===== src/pkg/ufb_cfg.svh =====
`ifndef UFB_CFG_SVH
`define UFB_CFG_SVH

// oversampling of one asynchronous bit
`define UFB_SAMP_W     4
`define UFB_SAMP_LAST  4'hF
`define UFB_SAMP_MID   4'h7
`define UFB_SAMP_ONE   4'h1
// mode 2 sample tick spacing in clocks: 16 samples x 2 = /32, 16 x 4 = /64
`define UFB_M2_DIV32   3'h1
`define UFB_M2_DIV64   3'h3
`define UFB_BITS_LAST  4'h7
`define UFB_TXD_IDLE   1'b1
`define UFB_SCLK_IDLE  1'b1
`define UFB_BYTE_RST   8'h00

`endif


===== src/pkg/ufb_pkg.sv =====
package ufb_pkg;
	typedef enum logic [1:0] {
		UFB_MODE_SHIFT = 2'b00,
		UFB_MODE_8BIT  = 2'b01,
		UFB_MODE_9FIX  = 2'b10,
		UFB_MODE_9VAR  = 2'b11
	} ufb_mode_e;

	typedef enum logic [2:0] {
		UFB_TX_IDLE  = 3'b000,
		UFB_TX_START = 3'b001,
		UFB_TX_DATA  = 3'b010,
		UFB_TX_BIT9  = 3'b011,
		UFB_TX_STOP  = 3'b100
	} ufb_tx_state_e;

	typedef enum logic [2:0] {
		UFB_RX_IDLE  = 3'b000,
		UFB_RX_START = 3'b001,
		UFB_RX_DATA  = 3'b010,
		UFB_RX_BIT9  = 3'b011,
		UFB_RX_STOP  = 3'b100
	} ufb_rx_state_e;
endpackage


===== src/pkg/ufb_baud_if.sv =====
`timescale 1ns/1ps
interface ufb_baud_if #(
	parameter int RELOAD_W = 11
);
	ufb_pkg::ufb_mode_e  mode;
	logic                div32_sel;
	logic                src_timer1;
	logic                timer1_ovf;
	logic                brg_run;
	logic                frac_en;
	logic [2:0]          baud_prescale_sel;
	logic [RELOAD_W-1:0] baud_reload_count;
	logic [7:0]          frac_step;
	logic                samp_tick;

	modport core (output mode, div32_sel, src_timer1, timer1_ovf, brg_run, frac_en,
		baud_prescale_sel, baud_reload_count, frac_step, input samp_tick);
	modport gen (input mode, div32_sel, src_timer1, timer1_ovf, brg_run, frac_en,
		baud_prescale_sel, baud_reload_count, frac_step, output samp_tick);
endinterface


===== src/hdl/ufb_baud_gen.sv =====
`timescale 1ns/1ps
`include "ufb_cfg.svh"
module ufb_baud_gen #(
	parameter int RELOAD_W = 11
) (
	input  wire logic core_clk_in,
	input  wire logic rst_n_in,
	ufb_baud_if.gen   bif
);
	import ufb_pkg::*;

	logic [2:0]          m2_cnt;
	logic [6:0]          pre_cnt;
	logic [7:0]          frac_acc;
	logic [RELOAD_W-1:0] rld_cnt;
	logic                samp_tick;

	wire [2:0]  m2_last   = bif.div32_sel ? `UFB_M2_DIV32 : `UFB_M2_DIV64;
	wire        m2_tick   = (m2_cnt == m2_last);
	wire [6:0]  pre_last  = 7'((8'h01 << bif.baud_prescale_sel) - 8'h01);
	wire        pre_tick  = bif.brg_run && (pre_cnt == pre_last);
	wire [8:0]  frac_sum  = {1'b0, frac_acc} + {1'b0, bif.frac_step};
	// fractional step: carry of the phase accumulator gates the reload counter
	wire        brg_en    = bif.frac_en ? (pre_tick && frac_sum[8]) : pre_tick;
	wire        brg_uflow = brg_en && (rld_cnt == '0);
	wire        var_tick  = bif.src_timer1 ? bif.timer1_ovf : brg_uflow;
	wire        next_tick = (bif.mode == UFB_MODE_9FIX) ? m2_tick : var_tick;

	assign bif.samp_tick = samp_tick;

	always_ff @(posedge core_clk_in or negedge rst_n_in) begin
		if (!rst_n_in) begin
			m2_cnt    <= 3'h0;
			pre_cnt   <= 7'h00;
			frac_acc  <= 8'h00;
			rld_cnt   <= '0;
			samp_tick <= 1'b0;
		end else begin
			m2_cnt    <= m2_tick ? 3'h0 : 3'(m2_cnt + 3'h1);
			samp_tick <= next_tick;
			if (!bif.brg_run)
				pre_cnt <= 7'h00;
			else
				pre_cnt <= pre_tick ? 7'h00 : 7'(pre_cnt + 7'h01);
			if (pre_tick && bif.frac_en)
				frac_acc <= frac_sum[7:0];
			// period is reload field plus one
			if (!bif.brg_run)
				rld_cnt <= bif.baud_reload_count;
			else if (brg_en)
				rld_cnt <= brg_uflow ? bif.baud_reload_count : RELOAD_W'(rld_cnt - 1'b1);
		end
	end
endmodule // ufb_baud_gen


===== src/hdl/ufb_top.sv =====
`timescale 1ns/1ps
`include "ufb_cfg.svh"
// Notes on behaviour
// - transmitter and receiver run on separate state machines so both directions move at once in modes one to three; mode zero runs one direction at a time.
// - a new frame is shifted in while the buffer still holds an unread byte; if still unread at its end, the new one is dropped.
// - frames carry eight or nine data bits, least significant first, both ways.
// - serial data leaves on the transmit line and is sampled from the receive line.
// - mode zero is an eight-bit shift register at half the peripheral clock.
// - mode one moves eight-bit asynchronous frames at the variable rate.
// - mode two moves nine-bit frames at one thirty-second or one sixty-fourth of the clock.
// - mode three moves nine-bit frames at the variable rate.
// - the variable rate is the generator underflow or the timer overflow, as selected.
// - the generator has a power-of-two prescale, a reload of field plus one and a fractional step.
// - completion of a sent frame and of a received frame that is kept in the buffer each raise a request flag.
module ufb_top #(
	parameter int RELOAD_W = 11
) (
	input  wire logic                 core_clk_in,
	input  wire logic                 rst_n_in,
	input  wire ufb_pkg::ufb_mode_e   mode_in,
	input  wire logic                 div32_sel_in,
	input  wire logic                 src_timer1_in,
	input  wire logic                 timer1_ovf_in,
	input  wire logic                 brg_run_in,
	input  wire logic                 frac_en_in,
	input  wire logic [2:0]           baud_prescale_sel_in,
	input  wire logic [RELOAD_W-1:0]  baud_reload_count_in,
	input  wire logic [7:0]           frac_step_in,
	input  wire logic                 multiproc_en_in,
	input  wire logic                 rx_en_in,
	input  wire logic [7:0]           tx_data_in,
	input  wire logic                 tx_bit9_in,
	input  wire logic                 tx_start_in,
	input  wire logic                 rx_read_in,
	input  wire logic                 tx_irq_clr_in,
	input  wire logic                 rx_irq_clr_in,
	input  wire logic                 rxd_in,
	output logic                      txd_out,
	output logic                      shift_clk_out,
	output logic [7:0]                rx_data_out,
	output logic                      rx_bit9_out,
	output logic                      rx_full_out,
	output logic                      rx_overrun_out,
	output logic                      tx_busy_out,
	output logic                      tx_irq_out,
	output logic                      rx_irq_out
);
	import ufb_pkg::*;

	ufb_baud_if #(.RELOAD_W(RELOAD_W)) bif ();

	assign bif.mode              = mode_in;
	assign bif.div32_sel         = div32_sel_in;
	assign bif.src_timer1        = src_timer1_in;
	assign bif.timer1_ovf        = timer1_ovf_in;
	assign bif.brg_run           = brg_run_in;
	assign bif.frac_en           = frac_en_in;
	assign bif.baud_prescale_sel = baud_prescale_sel_in;
	assign bif.baud_reload_count = baud_reload_count_in;
	assign bif.frac_step         = frac_step_in;

	ufb_baud_gen #(.RELOAD_W(RELOAD_W)) ufb_baud_gen_i (
		.core_clk_in (core_clk_in),
		.rst_n_in    (rst_n_in),
		.bif         (bif.gen)
	);

	ufb_tx_state_e                tx_state;
	ufb_rx_state_e                rx_state;
	logic [8:0]                   tx_sh;
	logic [7:0]                   rx_sh;
	logic [`UFB_SAMP_W-1:0]       tx_samp;
	logic [`UFB_SAMP_W-1:0]       rx_samp;
	logic [3:0]                   tx_bits;
	logic [3:0]                   rx_bits;
	logic                         rx_nine;
	logic                         m0_phase;

	wire samp_tick  = bif.samp_tick;
	wire mode_shift = (mode_in == UFB_MODE_SHIFT);
	wire nine_bit   = mode_in[1];
	wire tx_active  = (tx_state != UFB_TX_IDLE);
	wire rx_active  = (rx_state != UFB_RX_IDLE);
	wire m0_active  = mode_shift && (tx_active || rx_active);
	// mode zero bit: two clocks, the data moves on the second
	wire m0_end     = m0_active && m0_phase;
	wire tx_bit_end = mode_shift ? m0_end : (samp_tick && tx_samp == `UFB_SAMP_LAST);
	wire rx_bit_end = mode_shift ? m0_end : (samp_tick && rx_samp == `UFB_SAMP_LAST);
	wire rx_mid     = samp_tick && rx_samp == `UFB_SAMP_MID;
	wire tx_last    = (tx_bits == `UFB_BITS_LAST);
	wire rx_last    = (rx_bits == `UFB_BITS_LAST);
	wire tx_done    = tx_bit_end && ((tx_state == UFB_TX_STOP)
		|| (mode_shift && tx_state == UFB_TX_DATA && tx_last));
	// mode zero reception is armed by enable with the request flag clear
	wire rx_m0_go   = mode_shift && rx_en_in && !rx_irq_out && !tx_active && !tx_start_in;
	wire rx_go      = !mode_shift && rx_en_in && !rxd_in;
	wire rx_m0_done = mode_shift && rx_state == UFB_RX_DATA && rx_last && m0_end;
	wire rx_a_done  = !mode_shift && rx_state == UFB_RX_STOP && rx_mid;
	wire rx_done    = rx_m0_done || rx_a_done;
	wire [7:0] rx_word  = rx_m0_done ? {rxd_in, rx_sh[7:1]} : rx_sh;
	wire       rx_b9    = mode_shift ? 1'b0 : (nine_bit ? rx_nine : rxd_in);
	wire       mp_block = nine_bit && multiproc_en_in && !rx_b9;
	// earlier unread byte is kept, the new one is dropped
	wire rx_lost    = rx_done && rx_full_out && !rx_read_in;
	wire rx_accept  = rx_done && !mp_block && !rx_lost;

	always_ff @(posedge core_clk_in or negedge rst_n_in) begin
		if (!rst_n_in) begin
			m0_phase      <= 1'b0;
			shift_clk_out <= `UFB_SCLK_IDLE;
		end else begin
			m0_phase      <= m0_active ? !m0_phase : 1'b0;
			// one clock behind the phase; high half then low half
			shift_clk_out <= m0_active ? m0_phase : `UFB_SCLK_IDLE;
		end
	end

	// transmitter
	always_ff @(posedge core_clk_in or negedge rst_n_in) begin
		if (!rst_n_in) begin
			tx_state    <= UFB_TX_IDLE;
			tx_sh       <= 9'h000;
			tx_samp     <= '0;
			tx_bits     <= 4'h0;
			txd_out     <= `UFB_TXD_IDLE;
			tx_busy_out <= 1'b0;
		end else begin
			tx_samp <= (!tx_active || tx_bit_end) ? '0 : (samp_tick ? tx_samp + `UFB_SAMP_ONE : tx_samp);
			case (tx_state)
				UFB_TX_IDLE: begin
					txd_out <= `UFB_TXD_IDLE;
					if (tx_start_in && !rx_active) begin
						tx_sh       <= {tx_bit9_in, tx_data_in};
						tx_bits     <= 4'h0;
						tx_busy_out <= 1'b1;
						if (mode_shift) begin
							tx_state <= UFB_TX_DATA;
							txd_out  <= tx_data_in[0];
						end else begin
							tx_state <= UFB_TX_START;
							txd_out  <= 1'b0;
						end
					end else if (tx_start_in && !mode_shift) begin
						tx_sh       <= {tx_bit9_in, tx_data_in};
						tx_bits     <= 4'h0;
						tx_busy_out <= 1'b1;
						tx_state    <= UFB_TX_START;
						txd_out     <= 1'b0;
					end
				end
				UFB_TX_START: begin
					if (tx_bit_end) begin
						tx_state <= UFB_TX_DATA;
						txd_out  <= tx_sh[0];
					end
				end
				UFB_TX_DATA: begin
					if (tx_bit_end) begin
						tx_bits <= tx_bits + 4'h1;
						if (!tx_last) begin
							tx_sh   <= {1'b0, tx_sh[8:1]};
							txd_out <= tx_sh[1];
						end else if (mode_shift) begin
							tx_state    <= UFB_TX_IDLE;
							txd_out     <= `UFB_TXD_IDLE;
							tx_busy_out <= 1'b0;
						end else if (nine_bit) begin
							// after seven shifts the ninth bit sits at bit one
							tx_state <= UFB_TX_BIT9;
							txd_out  <= tx_sh[1];
						end else begin
							tx_state <= UFB_TX_STOP;
							txd_out  <= 1'b1;
						end
					end
				end
				UFB_TX_BIT9: begin
					if (tx_bit_end) begin
						tx_state <= UFB_TX_STOP;
						txd_out  <= 1'b1;
					end
				end
				UFB_TX_STOP: begin
					if (tx_bit_end) begin
						tx_state    <= UFB_TX_IDLE;
						tx_busy_out <= 1'b0;
					end
				end
				default: begin
					tx_state <= UFB_TX_IDLE;
				end
			endcase
		end
	end

	// receiver
	always_ff @(posedge core_clk_in or negedge rst_n_in) begin
		if (!rst_n_in) begin
			rx_state <= UFB_RX_IDLE;
			rx_sh    <= `UFB_BYTE_RST;
			rx_samp  <= '0;
			rx_bits  <= 4'h0;
			rx_nine  <= 1'b0;
		end else begin
			rx_samp <= (!rx_active || rx_bit_end) ? '0 : (samp_tick ? rx_samp + `UFB_SAMP_ONE : rx_samp);
			case (rx_state)
				UFB_RX_IDLE: begin
					rx_bits <= 4'h0;
					if (rx_m0_go)
						rx_state <= UFB_RX_DATA;
					else if (rx_go)
						rx_state <= UFB_RX_START;
				end
				UFB_RX_START: begin
					// start bit that is high again at mid-bit was a glitch
					if (rx_mid && rxd_in)
						rx_state <= UFB_RX_IDLE;
					else if (rx_bit_end)
						rx_state <= UFB_RX_DATA;
				end
				UFB_RX_DATA: begin
					if ((mode_shift && m0_end) || (!mode_shift && rx_mid)) begin
						rx_sh <= {rxd_in, rx_sh[7:1]};
						if (mode_shift && rx_last)
							rx_state <= UFB_RX_IDLE;
					end
					if (!mode_shift && rx_bit_end) begin
						rx_bits  <= rx_bits + 4'h1;
						if (rx_last)
							rx_state <= nine_bit ? UFB_RX_BIT9 : UFB_RX_STOP;
					end else if (mode_shift && m0_end) begin
						rx_bits <= rx_bits + 4'h1;
					end
				end
				UFB_RX_BIT9: begin
					if (rx_mid)
						rx_nine <= rxd_in;
					if (rx_bit_end)
						rx_state <= UFB_RX_STOP;
				end
				UFB_RX_STOP: begin
					// ending at mid stop bit leaves room for the next start edge
					if (rx_mid)
						rx_state <= UFB_RX_IDLE;
				end
				default: begin
					rx_state <= UFB_RX_IDLE;
				end
			endcase
		end
	end

	// buffer and request flags; a setting event beats a same-cycle clear
	always_ff @(posedge core_clk_in or negedge rst_n_in) begin
		if (!rst_n_in) begin
			rx_data_out    <= `UFB_BYTE_RST;
			rx_bit9_out    <= 1'b0;
			rx_full_out    <= 1'b0;
			rx_overrun_out <= 1'b0;
			tx_irq_out     <= 1'b0;
			rx_irq_out     <= 1'b0;
		end else begin
			if (rx_accept) begin
				rx_data_out <= rx_word;
				rx_bit9_out <= rx_b9;
			end
			rx_full_out    <= rx_accept || (rx_full_out && !rx_read_in);
			rx_overrun_out <= rx_lost || rx_overrun_out && !rx_read_in;
			tx_irq_out     <= tx_done || (tx_irq_out && !tx_irq_clr_in);
			rx_irq_out     <= rx_accept || (rx_irq_out && !rx_irq_clr_in);
		end
	end
endmodule // ufb_top


===== config.mk =====
export PLATFORM = sky130hd
export DESIGN_NAME = ufb_top
export DESIGN_NICKNAME = d
export VERILOG_FILES = /design/src/pkg/ufb_pkg.sv /design/src/pkg/ufb_baud_if.sv /design/src/hdl/ufb_baud_gen.sv /design/src/hdl/ufb_top.sv
export VERILOG_INCLUDE_DIRS = /design/src /design/src/pkg
export SDC_FILE = /design/constraint.sdc
export NUM_CORES = 1
export LEC_CHECK = 0
export BUFFER_PORTS_ARGS = -buffer_cell sky130_fd_sc_hd__buf_4
export CORE_ASPECT_RATIO = 0.75
export CORE_MARGIN = 2
export CORE_UTILIZATION = 38
export CTS_BUF_LIST = sky130_fd_sc_hd__clkbuf_4
export DETAILED_ROUTE_END_ITERATION = 10
export PLACE_DENSITY = 0.6
export SETUP_SLACK_MARGIN = 0.5
export SLEW_MARGIN = 20
export SYNTH_ARGS = -nofsm -noshare
export SYNTH_HDL_FRONTEND = slang
export SYNTH_SLANG_ARGS = --single-unit

===== constraint.sdc =====
create_clock -name core_clk_in -period 3.4 [get_ports core_clk_in]
set_clock_uncertainty 0.15 [all_clocks]
set_input_delay 0.51 -clock core_clk_in [delete_from_list [all_inputs] [get_ports core_clk_in]]
set_output_delay 0.51 -clock core_clk_in [all_outputs]
set_load 0.005 [all_outputs]

-- After elaboration in Yosys (flattened, before gate mapping)
Cells that the tools add are included.
- $add $sub $neg: 9
- multipliers: 0
- div/mod/pow operators: 0
- order comparisons: 0
- equality and inequality tests: 30
- shift operators: 1
- mux-type cells: 72
- bitwise logic cells: 0
- reduce and logical (&&, ||, !) cells: 84
- operators with widths (cell ; number):
    3-bit two-way mux ; 20
    1-bit logical AND ; 40
    4-bit two-way mux ; 9
    9-bit two-way mux ; 4
    11-bit two-way mux ; 3
    3-bit case mux with 5 select lines ; 2
    1-bit two-way mux ; 24
    2-bit != test, second input constant ; 9
    9-bit case mux with 2 select lines ; 1
    4-bit by 1-bit adder with 4-bit output, second input constant ; 4
    4-bit case mux with 2 select lines ; 2
    7-bit two-way mux ; 2
    1-bit zero test ; 13
    3-bit by 2-bit == test with 1-bit output, second input constant ; 4
    4-bit by 3-bit == test with 1-bit output, second input constant ; 3
    4-bit AND reduction ; 3
    6-bit AND reduction ; 2
    11-bit zero test ; 1
    11-bit by 1-bit subtractor with 11-bit output, second input constant ; 1
    1-bit logical OR ; 10
    8-bit by 8-bit adder with 9-bit output ; 1
    3-bit != test, second input constant ; 3
    3-bit nonzero test ; 3
    4-bit == test, second input constant ; 2
    21 further kinds ; 30
- register bits after elaboration: 87
- latch bits: 0
- RAM bits: 0
- ROM bits: 0
- input port bits: 47
- output and inout port bits: 16
- logic and storage cells: 220
- memories: 0

-- Longest topological paths before layout
- depth in word-level cells: 11
- depth in mapped cells: 10
- mapped depth without buffers: 8

-- By module
From an unflattened synthesis, not the netlist that was laid out.
- cell total of the unflattened synthesis: 501
- area, all modules: 5058.6 um^2
- by module, submodules not included (module ; instances ; cells each ; area an instance (um^2) ; sequential area each (um^2)):
    ufb_top ; 1 ; 312 ; 3141.8 ; 1428.9
    ufb_baud_gen ; 1 ; 189 ; 1916.8 ; 750.7

-- Least setup slack after synthesis
Ideal clock, no wire load.
- path kind: input to register
- from: input frac_step_in[0]
- to: register ufb_baud_gen_i.rld_cnt[9]
- setup time: 0.126 ns
- arrival time: 2.337 ns
- data required time: 3.124 ns
- path slack: 0.787 ns
- stages: 8
- path buffers: 0
- cells stage by stage: ha_1 > fa_1 > a211oi_1 > o2111ai_1 > nand2_1 > nor3_4 > a21o_2 > a221o_1
- longest elaborated chain between the ends: 7
- elaborated cells between the ends (all ways): 8
- classes of those cells: 1 x add/sub; 1 x eq/ne; 4 x mux; 2 x reduce/logical
- ends and longest elaborated chain (element ; RTL line ; text):
    from (decl) ; ufb_top.sv:28 ; input wire logic [7:0] frac_step_in,
    8-bit by 8-bit adder with 9-bit output (*) ; ufb_baud_gen.sv:22 ; wire [8:0] frac_sum = {1'b0, frac_acc} + {1'b0, bif.frac_step};
    1-bit logical AND (*) ; ufb_baud_gen.sv:24 ; wire brg_en = bif.frac_en ? (pre_tick && frac_sum[8]) : pre_tick;
    1-bit two-way mux (*) ; ufb_baud_gen.sv:24 ;
    1-bit logical AND ; ufb_baud_gen.sv:25 ; wire brg_uflow = brg_en && (rld_cnt == '0);
    11-bit two-way mux ; ufb_baud_gen.sv:51 ; rld_cnt <= brg_uflow ? bif.baud_reload_count : RELOAD_W'(rld_cnt - 1'b1);
    11-bit two-way mux ; ufb_baud_gen.sv:50 ; else if (brg_en)
    11-bit two-way mux ; ufb_baud_gen.sv:48 ; if (!bif.brg_run)
    to (signal assigned) ; ufb_baud_gen.sv:49 ; rld_cnt <= bif.baud_reload_count;
    to (signal assigned) ; ufb_baud_gen.sv:51 ;
    to (decl) ; ufb_baud_gen.sv:15 ; logic [RELOAD_W-1:0] rld_cnt;
Every way passes the cells marked *; elsewhere a longest branch is shown, timed or not. The select of a mux whose other input is x is not followed.
A chain may end at the register's enable or synchronous reset.

-- Worst setup path in the final report
- from: register ufb_baud_gen_i.rld_cnt[0]
- to: register ufb_baud_gen_i.rld_cnt[9]
- longest elaborated chain between the ends: 5
- elaborated cells between the ends (all ways): 6
- classes of those cells: 1 x add/sub; 3 x mux; 2 x reduce/logical
- ends and longest elaborated chain (element ; RTL line):
    branches (longest 2 deep; another with 11-bit by 1-bit subtractor with 11-bit output) ; --
    11-bit two-way mux (*) ; ufb_baud_gen.sv:51
    11-bit two-way mux (*) ; ufb_baud_gen.sv:50
    11-bit two-way mux (*) ; ufb_baud_gen.sv:48
Every way passes the cells marked *. The select of a mux whose other input is x is not followed.

==> impl_metrics.yaml <==
run_status:
  status: "finished clean"
job:
  drv_cap: 0
clock_network:
  cts.sink_count: 87
  cts_tree: "yes"
  clk_path_buf_depth: 2
  path_clk_slew_ps: 140
  cts_setup_buffers: 0
  worstSkewPairLatency_ps: 450
  numCtsBuffers: 9
  htree_levels: 3
  cts_root_buf: "clkbuf_4"
detailed_routing:
  wl_per_cell_um: 14.2
  wl_mm: 10.5
  maxUsedRoutingLayer: "met4"
  drt_iter0_markers: 246
  drtPass1Iterations: 4
  drc_errors: 0
  via_count: 3896
  met1_length_mm: 5.24
  antenna_left: 0
  wl_met3_um: 549
  viasPerCell: 5.26
  dr_wl_met2_mm: 4.57
timing:
  fin_crit_ps: 2740
  relSlewSlack_pct: 47.0
  fin_crit_sh_pct: 80.7
  hold_violations: 0
  setup_viol_count_final: 0
  whs_ps: 62.8
  fin_setup_tns_ps: 0
  tightest_slew_ps: 794
  grt_setup_unrepaired: "false"
  drv_slew: 0
  max_freq_ghz: 0.364
  setup_ws_ps: 656
yosys:
  synth_area_leaders: "dfrtp_1 (42%), nor2_1 (4.6%), mux2_2 (4.5%)"
  synth_edf_count: 0
  yosysMostFrequentCell: "dfrtp_1"
  yosysSeqAreaShare_pct: 43.5
  synthesis.area_sq_um: 5010
  synth_nets: 570
  synth-seq-cells: 87
  yosys.area.top_type: "dfrtp_1"
  synth_top_area_share_pct: 42.4
  async_flop_share_pct: 100
  syn_area_per_cell_sq_um: 9.89
  syn-instance-count: 507
  ys_types: 77
  synthTopCellsByCount: "dfrtp_1 (85), nor2_1 (62), nand2_1 (43)"
  ys_warn_count: 0
  synthFlopType: "dfrtp_1"
power_and_ir_drop:
  power.internal_mw: 2.08
  power_frac_clock_pct: 20.5
  power_density_nw_per_um2: 566
  p_leak_nw: 2.70
  seq_power_share_pct: 45.5
  p_sw_mw: 1.20
  ir_drop_v: 0.000275
  switching_share_pct: 36.7
  combPwrFrac_pct: 33.9
worst_setup_path:
  crit_chain: "inv_1 -> ha_1 -> or3b_4 -> nor4_2 -> nand2b_2 -> nor3_1 -> a221o_1"
  crit_type: "flop to flop"
  start_kind: "flop"
  crit_buf_inv: 1
  arrival_ps: 2940
  path_max_fanout: 16
  end_kind: "flop"
  max_stage_delay_ps: 500
  cpLargestDelayFamily: "simple AND/OR/NAND/NOR gates"
  required_ps: 3590
  slowest_stage: "nor4_2"
finish:
  multiInputGateArea_sq_um: 2650
  regArea_sq_um: 2180
  drive_gt1_share_pct: 23.5
  nets: 628
  antennaDiodeCount: 0
  syn2layout_area_growth_pct: 15.5
  fillers: 1233
  final_cell_area_sq_um: 5790
  stdcell_count: 741
placement:
  portBuffers: 62
  dp_cells: 724
  gp_congestion: 0.870
  pre_cts_slack_ps: 488
  place_area_sq_um: 5620
  dpl.hpwl_mm: 7.53
global_route:
  grt_pass1_vias: 3645
  antenna_found_initial: 0
  grt_max_degree: 34
  grt_use_total_pct: 16.0
  gr-total-overflow: 0
  grt_first_pass_wirelength_mm: 17.9
floorplanning:
  die-area_sq_um: 14100
  rows: 36
  die_w_um: 137
  core_sq_um: 12900
  die_h_um: 103
  pin_count: 63
  start_util_pct: 38.8
min_path:
  hp-class: "primary input to flop"
-- area by class of cell --
class / count / area share [%]
inverter: 18 / 1.17
sequential: 87 / 37.6
multi-input combinational: 380 / 45.7
clock inverter: 7 / 1.66
timing repair buffer: 69 / 8.99
clock buffer: 9 / 1.17
tap: 171 / 3.69
-- logic make-up after synthesis --
group / share of synthesized area (%)
muxes: 8.88
DFF: 43.5
and+or+nand+nor: 18.7
xor gates and xnor gates: 3.84
AOI/OAI and AO/OA: 17.2
adders and majority gates: 4.14
buffers and inverters: 3.82
-- timing repair --
action                     4_1_cts  5_1_grt
hold buffers                     1        0
resized for setup                0        1
hold endpoints to repair        29        0
setup endpoints to repair        0        8
-- registers in the layout, indices dropped and copies added (netlist names), 3 cells and up --
signal	flops
ufb_baud_gen_i.rld_cnt	11
tx_sh	9
rx_data_out	8
rx_sh	8
ufb_baud_gen_i.frac_acc	8
ufb_baud_gen_i.pre_cnt	7
rx_bits	4
rx_samp	4
tx_bits	4
tx_samp	4
rx_state	3
tx_state	3
ufb_baud_gen_i.m2_cnt	3
-- through the flow --
stage	total power [mW]	utilization, %
6_report	3.28	44.8
5_1_grt	3.56	44.8
4_1_cts	3.32	44.8
3_5_place_dp	2.62	43.4
3_3_place_gp	2.58	43.4
2_1_floorplan	2.35	-
-- worst paths after layout --
check                                          start                         end  slack (ps)  cells past startpoint
max                        ufb_baud_gen_i.rld_cnt[0]   ufb_baud_gen_i.rld_cnt[9]         660                      7
min                                       rx_read_in              rx_overrun_out          60                      2
max reg2reg                ufb_baud_gen_i.rld_cnt[0]   ufb_baud_gen_i.rld_cnt[9]         660                      7
min reg2reg                 ufb_baud_gen_i.m2_cnt[0]    ufb_baud_gen_i.m2_cnt[0]         300                      1
max in group asynchronous                   rst_n_in  ufb_baud_gen_i.frac_acc[3]        1980                      3
min in group asynchronous                   rst_n_in                  tx_irq_out         380                      2
-- power by group through the flow --
stage	Combinational, mW	Sequential (mW)	Clock [mW]
2_1_floorplan	0.948	1.40	0
3_3_place_gp	1.08	1.50	0
3_5_place_dp	1.10	1.51	0
4_1_cts	1.12	1.49	0.713
5_1_grt	1.26	1.54	0.757
6_report	1.11	1.49	0.674
-- routing by layer --
layer	track usage, %	vias to the layer above
li1	-	1941
met1	22.7	1847
met2	24.3	100
met3	3.90	8
met4	4.81	0
met5	0	-
-- layout by cell type (no fill, tap or decap), types with 6 or more instances in the layout --
| cell type | Yosys | final |
|---|---|---|
| mux2_2 | 20 | 20 |
| nand2_1 | 43 | 43 |
| o21ai_0 | 17 | 17 |
| nor3_1 | 11 | 11 |
| nand2b_1 | 7 | 6 |
| nor2_1 | 62 | 62 |
| mux2i_1 | 22 | 22 |
| xor2_1 | 7 | 7 |
| dfrtp_1 | 85 | 85 |
| ha_1 | 15 | 15 |
| xnor2_1 | 15 | 15 |
| clkbuf_4 | 0 | 9 |
| inv_1 | 17 | 17 |
| nand3_1 | 9 | 9 |
| a22o_1 | 8 | 8 |
| a21oi_1 | 35 | 35 |
| buf_4 | 4 | 68 |
| or3_1 | 8 | 8 |
-- worst register-to-register path, delay by kind of cell, from the launching register on --
kind | cells | cell delay [ps]
AOI/OAI and AO/OA | 1 | 350
adders and majority gates | 1 | 190
buffers and inverters | 1 | 90
DFF | 1 | 440
and+or+nand+nor | 4 | 1420
Note: power is estimated with default switching activity, not from simulation.
